File: config.mk
export PLATFORM = sky130hd
export DESIGN_NAME = core_status_top
export DESIGN_NICKNAME = d
export VERILOG_FILES = /design/src/core_status_pkg.sv /design/src/sync2.sv /design/src/pstat_encoder.sv /design/src/core_status_top.sv
export VERILOG_INCLUDE_DIRS = /design/src
export SDC_FILE = /design/constraint.sdc
export NUM_CORES = 1
export LEC_CHECK = 0
export BUFFER_PORTS_ARGS = -buffer_cell sky130_fd_sc_hd__buf_2
export CELL_PAD_IN_SITES_DETAIL_PLACEMENT = 1
export CELL_PAD_IN_SITES_GLOBAL_PLACEMENT = 2
export CORE_AREA = 2 2 73 75
export CTS_CLUSTER_SIZE = 16
export DETAILED_ROUTE_END_ITERATION = 10
export DIE_AREA = 0 0 75 77
export PLACE_DENSITY = 0.74
export SETUP_SLACK_MARGIN = 0.05
export SLEW_MARGIN = 20
export SYNTH_ARGS = -nofsm -noshare
export SYNTH_HDL_FRONTEND = slang
export SYNTH_SLANG_ARGS = --single-unit
File: constraint.sdc
create_clock -name clock -period 1.5 [get_ports clock]
set_clock_uncertainty 0.2 [all_clocks]
set_input_delay 0.225 -clock clock [delete_from_list [all_inputs] [get_ports clock]]
set_output_delay 0.225 -clock clock [all_outputs]
set_load 0.02 [all_outputs]
File: src/core_status_regs.svh
// Status codes, field values and reset values of the core status block.
`ifndef CORE_STATUS_REGS_SVH
`define CORE_STATUS_REGS_SVH

`define BRSTAT_IDLE 2'h0
`define BRSTAT_NOT_TAKEN 2'h2
`define BRSTAT_TAKEN 2'h3
`define BRSTAT_VALID_BIT 1

`define PSTAT_STALL 7'h00
`define PSTAT_EXCEPT 7'h04
`define PSTAT_SQUASH 7'h08
`define PSTAT_HALTED 7'h20
`define PSTAT_STOPPED 7'h24
`define PSTAT_CHKSTOP 7'h28
`define PSTAT_GENERIC_BASE 5'h10
`define PSTAT_LSM_STD 7'h44
`define PSTAT_LSM_VAR 7'h4b
`define PSTAT_SHORT_RFI 7'h7c

`define SIZE_32BIT 1'h0
`define SIZE_16BIT 1'h1
`define PAGE_STANDARD 1'h0
`define PAGE_VARIABLE 1'h1

`define SYNDROME_RESET 8'h00
`define SYNDROME_WIDTH 8

`endif

File: src/core_status_pkg.sv
// Types shared by the core status block.
package core_status_pkg;

	typedef enum logic [3:0]
	{
		ST_RUN = 4'h1,
		ST_HALTED = 4'h2,
		ST_STOPPED = 4'h4,
		ST_CHKSTOP = 4'h8
	} run_state_t;

	typedef enum logic [2:0]
	{
		CMP_GENERIC = 3'h0,
		CMP_LSM = 3'h1,
		CMP_SHORT_RFI = 3'h2,
		CMP_SPECIAL = 3'h3
	} cmp_class_t;

endpackage

File: src/sync2.sv
// Two-flop synchroniser for levels arriving from outside the clock domain.
`timescale 1ns/100ps
module sync2
#(
	parameter int WIDTH = 1
)
(
	input wire logic clock,
	input wire logic rst_b,
	input wire logic [WIDTH-1:0] async_in,
	output logic [WIDTH-1:0] sync_out
);

	logic [WIDTH-1:0] meta_q;

	always_ff @(posedge clock or negedge rst_b)
	begin
		if (!rst_b)
		begin
			meta_q <= '0;
			sync_out <= '0;
		end
		else
		begin
			meta_q <= async_in;
			sync_out <= meta_q;
		end
	end

endmodule

File: src/pstat_encoder.sv
// Combinational encoder of the processor status code.
`timescale 1ns/100ps
`include "core_status_regs.svh"
module pstat_encoder
(
	input wire core_status_pkg::run_state_t state,
	input wire logic exception,
	input wire logic squash,
	input wire logic cmp_valid,
	input wire core_status_pkg::cmp_class_t cmp_class,
	input wire logic cmp_size16,
	input wire logic cmp_vle,
	input wire logic [6:0] cmp_special,
	output logic [6:0] code
);

	// Run states outrank execution events, so a monitor never misses them.
	always_comb
	begin
		code = `PSTAT_STALL;
		case (state)
			core_status_pkg::ST_HALTED: code = `PSTAT_HALTED;
			core_status_pkg::ST_STOPPED: code = `PSTAT_STOPPED;
			core_status_pkg::ST_CHKSTOP: code = `PSTAT_CHKSTOP;
			default:
			begin
				if (exception)
					code = `PSTAT_EXCEPT;
				else if (squash)
					code = `PSTAT_SQUASH;
				else if (cmp_valid)
				begin
					case (cmp_class)
						core_status_pkg::CMP_GENERIC:
							code = {`PSTAT_GENERIC_BASE, cmp_size16,
								cmp_vle};
						core_status_pkg::CMP_LSM:
							code = cmp_vle ? `PSTAT_LSM_VAR : `PSTAT_LSM_STD;
						core_status_pkg::CMP_SHORT_RFI:
							code = `PSTAT_SHORT_RFI;
						core_status_pkg::CMP_SPECIAL:
							code = cmp_special;
						default:
							code = cmp_special;
					endcase
				end
			end
		endcase
	end

endmodule

File: src/core_status_top.sv
// Core status, machine check, checkstop, halt and stop signalling.
`timescale 1ns/100ps
`include "core_status_regs.svh"
// Summary of operation
// - Drive two-bit branch prefetch status output.
// - Prefetch only on taken-predicted buffer hits.
// - Status 0x idle, 10 not taken, 11 taken.
// - Status updates on core clock edges.
// - Machine check out follows any syndrome bit.
// - Checkstop out once checkstop state entered.
// - Halted output exactly mirrors halted state.
// - Stopped output exactly mirrors stopped state.
// - Size flag: 0 is 32 bit, 1 is 16 bit.
// - Page flag: 0 standard page, 1 variable page.
// - Special completions pass cmp_special through, even a generic code.
// - Status bus shows halted, stopped, checkstop codes.
module core_status_top
#(
	parameter int SYN_WIDTH = `SYNDROME_WIDTH
)
(
	input wire logic clock,
	input wire logic rst_b,
	input wire logic halt_req_pin,
	input wire logic stop_req_pin,
	input wire logic core_idle,
	input wire logic btb_lookup,
	input wire logic btb_hit,
	input wire logic btb_pred_taken,
	input wire logic br_resolve,
	input wire logic br_taken,
	input wire logic [SYN_WIDTH-1:0] mc_set,
	input wire logic [SYN_WIDTH-1:0] mc_clear,
	input wire logic checkstop_event,
	input wire logic exec_exception,
	input wire logic exec_squash,
	input wire logic cmp_valid,
	input wire core_status_pkg::cmp_class_t cmp_class,
	input wire logic cmp_size16,
	input wire logic cmp_vle,
	input wire logic [6:0] cmp_special,
	output logic prefetch_q,
	output logic [1:0] brstat_q,
	output logic [SYN_WIDTH-1:0] machine_check_syndrome_reg,
	output logic mcp_out_q,
	output logic chkstop_q,
	output logic halted_q,
	output logic stopped_q,
	output logic [6:0] pstat_q
);

	////////////////////////////////////////////////////////////////////////
	// Reset release and pin synchronisation.

	logic rst_meta_q;
	logic rst_sync_b;
	logic halt_req;
	logic stop_req;

	// Assertion is immediate; release waits two edges to avoid metastability.
	always_ff @(posedge clock or negedge rst_b)
	begin
		if (!rst_b)
		begin
			rst_meta_q <= 1'b0;
			rst_sync_b <= 1'b0;
		end
		else
		begin
			rst_meta_q <= 1'b1;
			rst_sync_b <= rst_meta_q;
		end
	end

	sync2 #(.WIDTH(2)) u_req_sync
	(
		.clock(clock),
		.rst_b(rst_sync_b),
		.async_in({halt_req_pin, stop_req_pin}),
		.sync_out({halt_req, stop_req})
	);

	////////////////////////////////////////////////////////////////////////
	// Branch prefetch status.

	logic prefetch_issue;
	logic pend_q;

	assign prefetch_issue = btb_lookup && btb_hit && btb_pred_taken;

	always_ff @(posedge clock or negedge rst_sync_b)
	begin
		if (!rst_sync_b)
			prefetch_q <= 1'b0;
		else
			prefetch_q <= prefetch_issue;
	end

	// A new issue in the resolve cycle belongs to the next branch, so it wins.
	always_ff @(posedge clock or negedge rst_sync_b)
	begin
		if (!rst_sync_b)
			pend_q <= 1'b0;
		else if (prefetch_issue)
			pend_q <= 1'b1;
		else if (br_resolve)
			pend_q <= 1'b0;
	end

	always_ff @(posedge clock or negedge rst_sync_b)
	begin
		if (!rst_sync_b)
			brstat_q <= `BRSTAT_IDLE;
		else if (br_resolve && pend_q)
			brstat_q <= br_taken ? `BRSTAT_TAKEN : `BRSTAT_NOT_TAKEN;
		else
			brstat_q <= `BRSTAT_IDLE;
	end

	a_brstat_code: assert property (@(posedge clock) disable iff (!rst_sync_b)
		br_resolve && pend_q |=> brstat_q == {1'b1, $past(br_taken)})
		else $error("prefetch status code wrong after resolve");

	a_brstat_idle: assert property (@(posedge clock) disable iff (!rst_sync_b)
		!(br_resolve && pend_q) |=> !brstat_q[`BRSTAT_VALID_BIT])
		else $error("prefetch status reported without a prefetch");

	a_prefetch_taken: assert property (@(posedge clock) disable iff (!rst_sync_b)
		prefetch_q |-> $past(btb_hit) && $past(btb_pred_taken))
		else $error("prefetch issued for a non-taken prediction");

	////////////////////////////////////////////////////////////////////////
	// Machine check syndrome and checkstop.

	logic [SYN_WIDTH-1:0] syndrome_d;
	logic chk_pend_q;

	// A condition arriving with a clear of the same bit keeps the bit set.
	assign syndrome_d = (machine_check_syndrome_reg & ~mc_clear) | mc_set;

	always_ff @(posedge clock or negedge rst_sync_b)
	begin
		if (!rst_sync_b)
		begin
			machine_check_syndrome_reg <= SYN_WIDTH'(`SYNDROME_RESET);
			mcp_out_q <= 1'b0;
		end
		else
		begin
			machine_check_syndrome_reg <= syndrome_d;
			mcp_out_q <= |syndrome_d;
		end
	end

	a_mcp_tracks: assert property (@(posedge clock) disable iff (!rst_sync_b)
		mcp_out_q == (|machine_check_syndrome_reg))
		else $error("machine check output disagrees with syndrome");

	// The condition is sticky; the state is entered once the core drains.
	always_ff @(posedge clock or negedge rst_sync_b)
	begin
		if (!rst_sync_b)
			chk_pend_q <= 1'b0;
		else if (checkstop_event)
			chk_pend_q <= 1'b1;
	end

	////////////////////////////////////////////////////////////////////////
	// Run state machine.

	core_status_pkg::run_state_t state_q;
	core_status_pkg::run_state_t state_d;

	always_comb
	begin
		state_d = state_q;
		case (state_q)
			core_status_pkg::ST_RUN:
			begin
				if (chk_pend_q && core_idle)
					state_d = core_status_pkg::ST_CHKSTOP;
				else if (stop_req && core_idle)
					state_d = core_status_pkg::ST_STOPPED;
				else if (halt_req && core_idle)
					state_d = core_status_pkg::ST_HALTED;
			end
			core_status_pkg::ST_HALTED:
			begin
				if (chk_pend_q)
					state_d = core_status_pkg::ST_CHKSTOP;
				else if (stop_req)
					state_d = core_status_pkg::ST_STOPPED;
				else if (!halt_req)
					state_d = core_status_pkg::ST_RUN;
			end
			core_status_pkg::ST_STOPPED:
			begin
				if (chk_pend_q)
					state_d = core_status_pkg::ST_CHKSTOP;
				else if (!stop_req)
					state_d = halt_req ? core_status_pkg::ST_HALTED
						: core_status_pkg::ST_RUN;
			end
			core_status_pkg::ST_CHKSTOP:
				state_d = core_status_pkg::ST_CHKSTOP;
			default:
				state_d = core_status_pkg::ST_RUN;
		endcase
	end

	always_ff @(posedge clock or negedge rst_sync_b)
	begin
		if (!rst_sync_b)
			state_q <= core_status_pkg::ST_RUN;
		else
			state_q <= state_d;
	end

	// Indications are registered from the next state so they match state_q.
	always_ff @(posedge clock or negedge rst_sync_b)
	begin
		if (!rst_sync_b)
		begin
			halted_q <= 1'b0;
			stopped_q <= 1'b0;
			chkstop_q <= 1'b0;
		end
		else
		begin
			halted_q <= state_d == core_status_pkg::ST_HALTED;
			stopped_q <= state_d == core_status_pkg::ST_STOPPED;
			chkstop_q <= state_d == core_status_pkg::ST_CHKSTOP;
		end
	end

	a_halted_exact: assert property (@(posedge clock) disable iff (!rst_sync_b)
		halted_q == (state_q == core_status_pkg::ST_HALTED))
		else $error("halted output does not match halted state");

	a_stopped_exact: assert property (@(posedge clock) disable iff (!rst_sync_b)
		stopped_q == (state_q == core_status_pkg::ST_STOPPED))
		else $error("stopped output does not match stopped state");

	a_halt_entry: assert property (
		@(posedge clock) disable iff (!rst_sync_b)
		$rose(halted_q) |-> $past(halt_req))
		else $error("halted entered without a request");

	a_stop_entry: assert property (
		@(posedge clock) disable iff (!rst_sync_b)
		$rose(stopped_q) |-> $past(stop_req))
		else $error("stopped entered without a request");

	a_chkstop_sticky: assert property (@(posedge clock) disable iff (!rst_sync_b)
		chkstop_q |=> chkstop_q && !halted_q && !stopped_q)
		else $error("checkstop output was released");

	a_chkstop_entry: assert property (@(posedge clock) disable iff (!rst_sync_b)
		$rose(chkstop_q) |-> $past(chk_pend_q))
		else $error("checkstop entered without a condition");

	a_halt_leave: assert property (@(posedge clock) disable iff (!rst_sync_b)
		halted_q && !halt_req && !stop_req && !chk_pend_q |=> !halted_q)
		else $error("halted state held after request dropped");

	////////////////////////////////////////////////////////////////////////
	// Processor status bus.

	logic [6:0] pstat_d;

	pstat_encoder u_pstat_encoder
	(
		.state(state_d),
		.exception(exec_exception),
		.squash(exec_squash),
		.cmp_valid(cmp_valid),
		.cmp_class(cmp_class),
		.cmp_size16(cmp_size16),
		.cmp_vle(cmp_vle),
		.cmp_special(cmp_special),
		.code(pstat_d)
	);

	always_ff @(posedge clock or negedge rst_sync_b)
	begin
		if (!rst_sync_b)
			pstat_q <= `PSTAT_STALL;
		else
			pstat_q <= pstat_d;
	end

	a_pstat_state: assert property (@(posedge clock) disable iff (!rst_sync_b)
		halted_q |-> pstat_q == `PSTAT_HALTED)
		else $error("status bus does not show halted code");

	a_pstat_generic: assert property (@(posedge clock) disable iff (!rst_sync_b)
		cmp_valid && cmp_class == core_status_pkg::CMP_GENERIC
		&& !exec_exception && !exec_squash
		&& state_d == core_status_pkg::ST_RUN
		|=> pstat_q == {`PSTAT_GENERIC_BASE, $past(cmp_size16),
		$past(cmp_vle)})
		else $error("generic completion flags wrong");

	a_pstat_special: assert property (@(posedge clock) disable iff (!rst_sync_b)
		cmp_valid && cmp_class != core_status_pkg::CMP_GENERIC
		&& !exec_exception && !exec_squash
		&& state_d == core_status_pkg::ST_RUN
		&& cmp_special[6:2] != `PSTAT_GENERIC_BASE
		|=> pstat_q[6:2] != `PSTAT_GENERIC_BASE)
		else $error("special completion used generic code");

endmodule

==> run summary, run 1 <==
clock root cell: clkbuf_8
Crit path arrival time: 1870 ps
minimum clock period: 1920 ps
Diodes inserted: 0
final period utilization: 128%
clock buffers created by TritonCTS: 5
first-pass GRT wire length: 6.34 mm
Pins Over Slew Limit: 0
Hold Vio Cnt, Final: 15
sequential area share after synthesis: 64.9%
PwrDens: 825 nW/um2
P&R area growth vs syn: 68.7%
static leakage: 1.16 nW
Largest register FFs: 8
die span in y: 77 um
Skew-Pair Late Insertion Delay: 280 ps
synth warn: 0
share of layout cells above drive strength 1: 51.4%
IO Port Bufs: 63
Critical Path Fanout Max: 2
Post-synth EDFFs: 0
width of the die: 75 um
RSZ-0062 raised after global routing: true
CTS tree: built
# hold bufs at CTS: 13
slack of the critical path: -416 ps
Rows: 26
hpwl dp: 2.77 mm
CTS Buffer Depth: 2
status: complete, but fails checks
fmax: 0.522 GHz
post-DR wirelength/cell: 13.3 um
Synth top area share: 62.9%
Most used DFF post-synth: dfrtp_1
syn nets: 151
Routed WL: 3.71 mm
hold slack: -47.7 ps
Placer Congestion: 0.840
Setup CP Type: register to register
drt drc: 0
nets: 249
count of different cell masters after synthesis: 32
initial antenna violation count: 0
post-synthesis cell count: 109
syn_area_per_cell: 12.0 um2
vias post-DR: 1,233
drt via density: 4.44
Commonest cells post-synth: dfrtp_1, inv_1, a21o_1
die area: 5780 um2
Ports: 64
dpl ws: -405 ps
Overflow after GRT: 0
CP Launch Type: register
GRT Overall Usage: 14.3%
Setup-failing EPs final: 13
top cells by area, synth: dfrtp_1, a21o_1, inv_1
core region area: 4980 um2
maximum VDD drop: 0.000386 V
1st-iter DRT viols: 37
CTS clk-pin slew, worst paths: 70 ps
CP endpoint kind: register
largest net degree at the start of global routing: 20
Async S/R FF share, synth: 100%
drt pass-1 iters: 4
CP Data Required Time: 1450 ps
area leader, netlist: dfrtp_1
CTS H-tree depth: 2
failing checks: negative hold slack, negative setup slack
top-count cell post-synth: dfrtp_1
number of synthesized register bits: 34
vias in the first global route: 1,371
Initial Utilization: 26.4%
Hold Crit Class: primary input to register
CTS Sinks: 34
max-cap violation count: 0
final setup TNS: -1860 ps
final antenna-violating net count: 0
synthesized area: 1310 um2
[worst max-delay path: stages, from the launching register on]
cell and delay [ps]:
dfrtp_2 400, a21o_1 180, or4_4 530, or4b_1 480
[cell usage in the layout, fill, tap and decap left out, drive strengths merged, types with 4 or more instances in the layout]
cell type / synthesis / layout
and3: 4 / 4
inv: 13 / 13
nor2: 5 / 5
dfrtp: 33 / 33
a21o: 11 / 11
o21ai: 5 / 5
clkbuf: 1 / 7
dlygate4sd3: 0 / 10
buf: 0 / 79
[repair_timing]
item	CTS	global route
setup buffers	3	0
hold endpoints to repair	16	2
setup endpoints to repair	15	18
pin swaps	1	3
cloned	0	0
resized for setup	18	11
[logic make-up after synthesis]
logic type             Yosys count  synth area share [%]
flip-flops                      34                  64.9
AO/OA/AOI/OAI                   30                  16.6
AND/OR/NAND/NOR                 30                  14.2
buffers and inverters           14                  4.00
other                            1                 0.286
[worst paths after layout]
kind	start	endpoint	slack [ps]	depth (start not counted)
worst max-delay path	machine_check_syndrome_reg[2]	mcp_out_q	-420	3
worst min-delay path	mc_set[3]	machine_check_syndrome_reg[3]	-50	2
worst max register to register	machine_check_syndrome_reg[2]	mcp_out_q	-420	3
worst min register to register	rst_sync_b	machine_check_syndrome_reg[3]	-10	1
max in group asynchronous	rst_sync_b	state_q[0]	820	1
min in group asynchronous	rst_sync_b	machine_check_syndrome_reg[3]	-10	1
[per-layer routing]
layer	share of wire [%]	track usage [%]	vias to the layer above
li1	-	-	579
met2	52	23.9	40
met4	1.1	4.29	0
met3	5.6	4.07	4
met5	0	0	-
met1	41	17.6	610
[cell type report]
cell class                 count  area (um2)
fill                         566        2760
sequential                    34         856
timing repair buffer          92         581
multi-input combinational     61         558
tap                           70        87.6
clock buffer                   7        76.3
inverter                      13        48.8
clock inverter                 1        7.51
[metrics by stage]
stage,total power [mW],instances,cell area (um2),utilization [%]
2_1_floorplan,1.05,109,1330,-
3_3_place_gp,1.15,254,1830,36.7
3_5_place_dp,1.16,254,1830,36.7
4_1_cts,1.85,278,2160,43.3
5_1_grt,1.93,278,2210,44.5
6_report,1.83,278,2210,44.5
[power breakdown]
group          internal (mW)  switching [mW]
clock network          0.328           0.317
registers              0.945          0.0120
logic                  0.115           0.109
total                   1.39           0.438
No activity file was read; power rests on OpenSTA's default activity.
==> run 2: changes to the inputs <==
- ABC_AREA: not set -> 1
- CORE_AREA: 2 2 73 75 -> 2 2 79 81
- DIE_AREA: 0 0 75 77 -> 0 0 81 83
==> run summary, run 2 <==
RSZ-0062 raised after global routing: true
commonest non-fill, non-tap cells in the layout: buf_2, dfrtp_1, nand2_1, inv_1, dlygate4sd3_1
Pins Over Slew Limit: 0 (unchanged)
P&R area growth vs syn: 57.6%
Hold Crit Class: register to asynchronous set/reset pin
Setup-failing EPs final: 7 (-6)
fill count: 723 (+28%)
CTS tree: built
combinational share of power: 34.8% (+22 points)
vias in the first global route: 1,526 (+11%)
Post-synth EDFFs: 0 (unchanged)
clock root cell: clkbuf_8
width of the die: 81 um (+8.0%)
count of different cell masters after synthesis: 24 (-25%)
initial antenna violation count: 0 (unchanged)
drt via density: 4.24 (-4.3%)
sequential area share after synthesis: 56.9% (-8.0 points)
die area: 6720 um2 (+16%)
CP Launch Type: register
Async S/R FF share, synth: 100% (unchanged)
syn nets: 214 (+42%)
hold slack: 16.7 ps (+64.4 ps)
Rows: 28 (+7.7%)
syn_area_per_cell: 8.70 um2 (-28%)
share of layout cells above drive strength 1: 40.1% (-11 points)
nets: 311 (+25%)
Sw Ratio: 36.8% (+13 points)
CP Data Required Time: 1510 ps (+60 ps)
synth warn: 0 (unchanged)
static leakage: 1.25 nW (+8.3%)
Commonest cells post-synth: nand2_1, dfrtp_1, inv_1
sequential group share of total power: 42.4% (-10 points)
CTS Buffer Depth: 2 (unchanged)
placed cell count: 313 (+23%)
post-synthesis cell count: 172 (+58%)
final setup TNS: -189 ps (+1670 ps)
Synth top area share: 55.2% (-7.7 points)
CP endpoint kind: register
IO Port Bufs: 63 (unchanged)
largest net degree at the start of global routing: 22 (+10%)
hpwl dp: 3.01 mm (+8.6%)
vias post-DR: 1,460 (+18%)
core region area: 5820 um2 (+17%)
die span in y: 83 um (+7.8%)
CTS Sinks: 34 (unchanged)
drt pass-1 iters: 4 (unchanged)
Diodes inserted: 0 (unchanged)
Setup CP Type: register to register
final period utilization: 103% (-25 points)
status: complete, but fails checks
synthesized area: 1500 um2 (+14%)
max-cap violation count: 0 (unchanged)
failing checks: negative setup slack
top-count cell post-synth: nand2_1
slack of the critical path: -41.5 ps (+375 ps)
first-pass GRT wire length: 6.96 mm (+9.8%)
Hold Vio Cnt, Final: 0 (-15)
Largest register FFs: 8 (unchanged)
Overflow after GRT: 0 (unchanged)
PwrDens: 1160 nW/um2 (+40%)
Critical Path Fanout Max: 5 (+3)
1st-iter DRT viols: 58 (+57%)
final antenna-violating net count: 0 (unchanged)
Placer Congestion: 0.796 (-5.1%)
Routed WL: 4.08 mm (+10%)
post-DR wirelength/cell: 11.9 um (-11%)
Initial Utilization: 25.7% (-0.64 points)
Sw Pwr: 1.00 mW (+130%)
number of synthesized register bits: 34 (unchanged)
fmax: 0.649 GHz (+24%)
dpl ws: -51.4 ps (+353 ps)
Crit path arrival time: 1550 ps (-320 ps)
minimum clock period: 1540 ps (-375 ps)
CTS H-tree depth: 2 (unchanged)
CTS clk-pin slew, worst paths: 70 ps (about the same)
maximum VDD drop: 0.000414 V (+7.1%)
Skew-Pair Late Insertion Delay: 280 ps (about the same)
commonest non-fill, non-tap cell in the layout: buf_2
Clk network pwr share: 22.8% (-12 points)
area leader, netlist: dfrtp_1
Int Pwr: 1.72 mW (+24%)
Ports: 64 (unchanged)
GRT Overall Usage: 13.4% (-0.92 points)
clock buffers created by TritonCTS: 5 (unchanged)
drt drc: 0 (unchanged)
top cells by area, synth: dfrtp_1, nand2_1, inv_1
Most used DFF post-synth: dfrtp_1
Finished Layout Cells: 344 (+24%)
-- run 2: changes by cell type after synthesis, moves of 5 or more --
cell	delta
nor2_1	+15
a21o_1	-10
nand3_1	+5
o21bai_1	+7
o21ai_0	+8
inv_1	+17
nand2_1	+31
-- run 2: cell families after synthesis --
family,synth area share (%)
buffers and inverters,8.36
AND/OR/NAND/NOR,22.0
flip-flops,56.9
other,0.251
AO/OA/AOI/OAI,12.5
-- run 2: area by class of cell --
cell class / instances / area [um2] / share of cell area, %
repair buffers: 90 / 576 / 24.4
multi-input cells: 105 / 627 / 26.6
well taps: 75 / 93.8 / 3.98
clock inverters: 2 / 10.0 / 0.424
flip-flops and latches: 34 / 855 / 36.2
clock buffers: 5 / 68.8 / 2.92
inverters: 33 / 129 / 5.46
-- run 2: worst max-delay path, stage by stage (launching register included) --
cell and delay [ps]:
dfstp_2 610, inv_2 90, nand3_4 90, nand2_1 70, nor2_2 120, nor2_2 50, nand2_4 100, inv_4 50
nor2_1 80
-- run 2: power by group through the flow --
stage,logic [mW],clock network (mW),registers (mW)
finish,0.949,0.621,1.16
global route,1.07,0.692,1.17
CTS,0.888,0.645,1.15
detailed placement,0.778,0,1.15
global placement,0.767,0,1.15
floorplan,0.384,0,1.26
-- run 2: metrics by stage --
stage	utilization [%]	cell area, um2	power (mW)
floorplan	-	1500	1.64
global placement	33.2	1930	1.92
finish	40.6	2360	2.73
detailed placement	33.2	1930	1.93
CTS	38.9	2260	2.68
global route	40.6	2360	2.94
-- run 2: timing repair --
action                     4_1_cts  5_1_grt
hold endpoints to repair        28        0
resized for setup               10       22
buffers inserted                 1        2
setup endpoints to repair        9       14
pin swaps                        5        8
hold buffers                    22        0
-- run 2: worst paths after layout --
| kind | slack [ps] | cells past startpoint | endpoint | from |
|---|---|---|---|---|
| worst max-delay path | -40 | 8 | pstat_q[4] | state_q[0] |
| worst min-delay path | 20 | 1 | u_req_sync.sync_out[0] | rst_sync_b |
| worst max register to register | -40 | 8 | pstat_q[4] | state_q[0] |
| worst min register to register | 20 | 1 | u_req_sync.sync_out[0] | rst_sync_b |
| max in group asynchronous | 350 | 2 | state_q[0] | rst_sync_b |
| min in group clock | 20 | 4 | pstat_q[3] | exec_exception |
-- run 2: per-layer routing --
layer / wire length (um) / GRT usage, % / vias up
li1: - / - / 732
met1: 1700 / 15.9 / 686
met2: 2090 / 22.1 / 37
met3: 223 / 4.57 / 5
met4: 66 / 5.08 / 0
met5: 0 / 0 / -
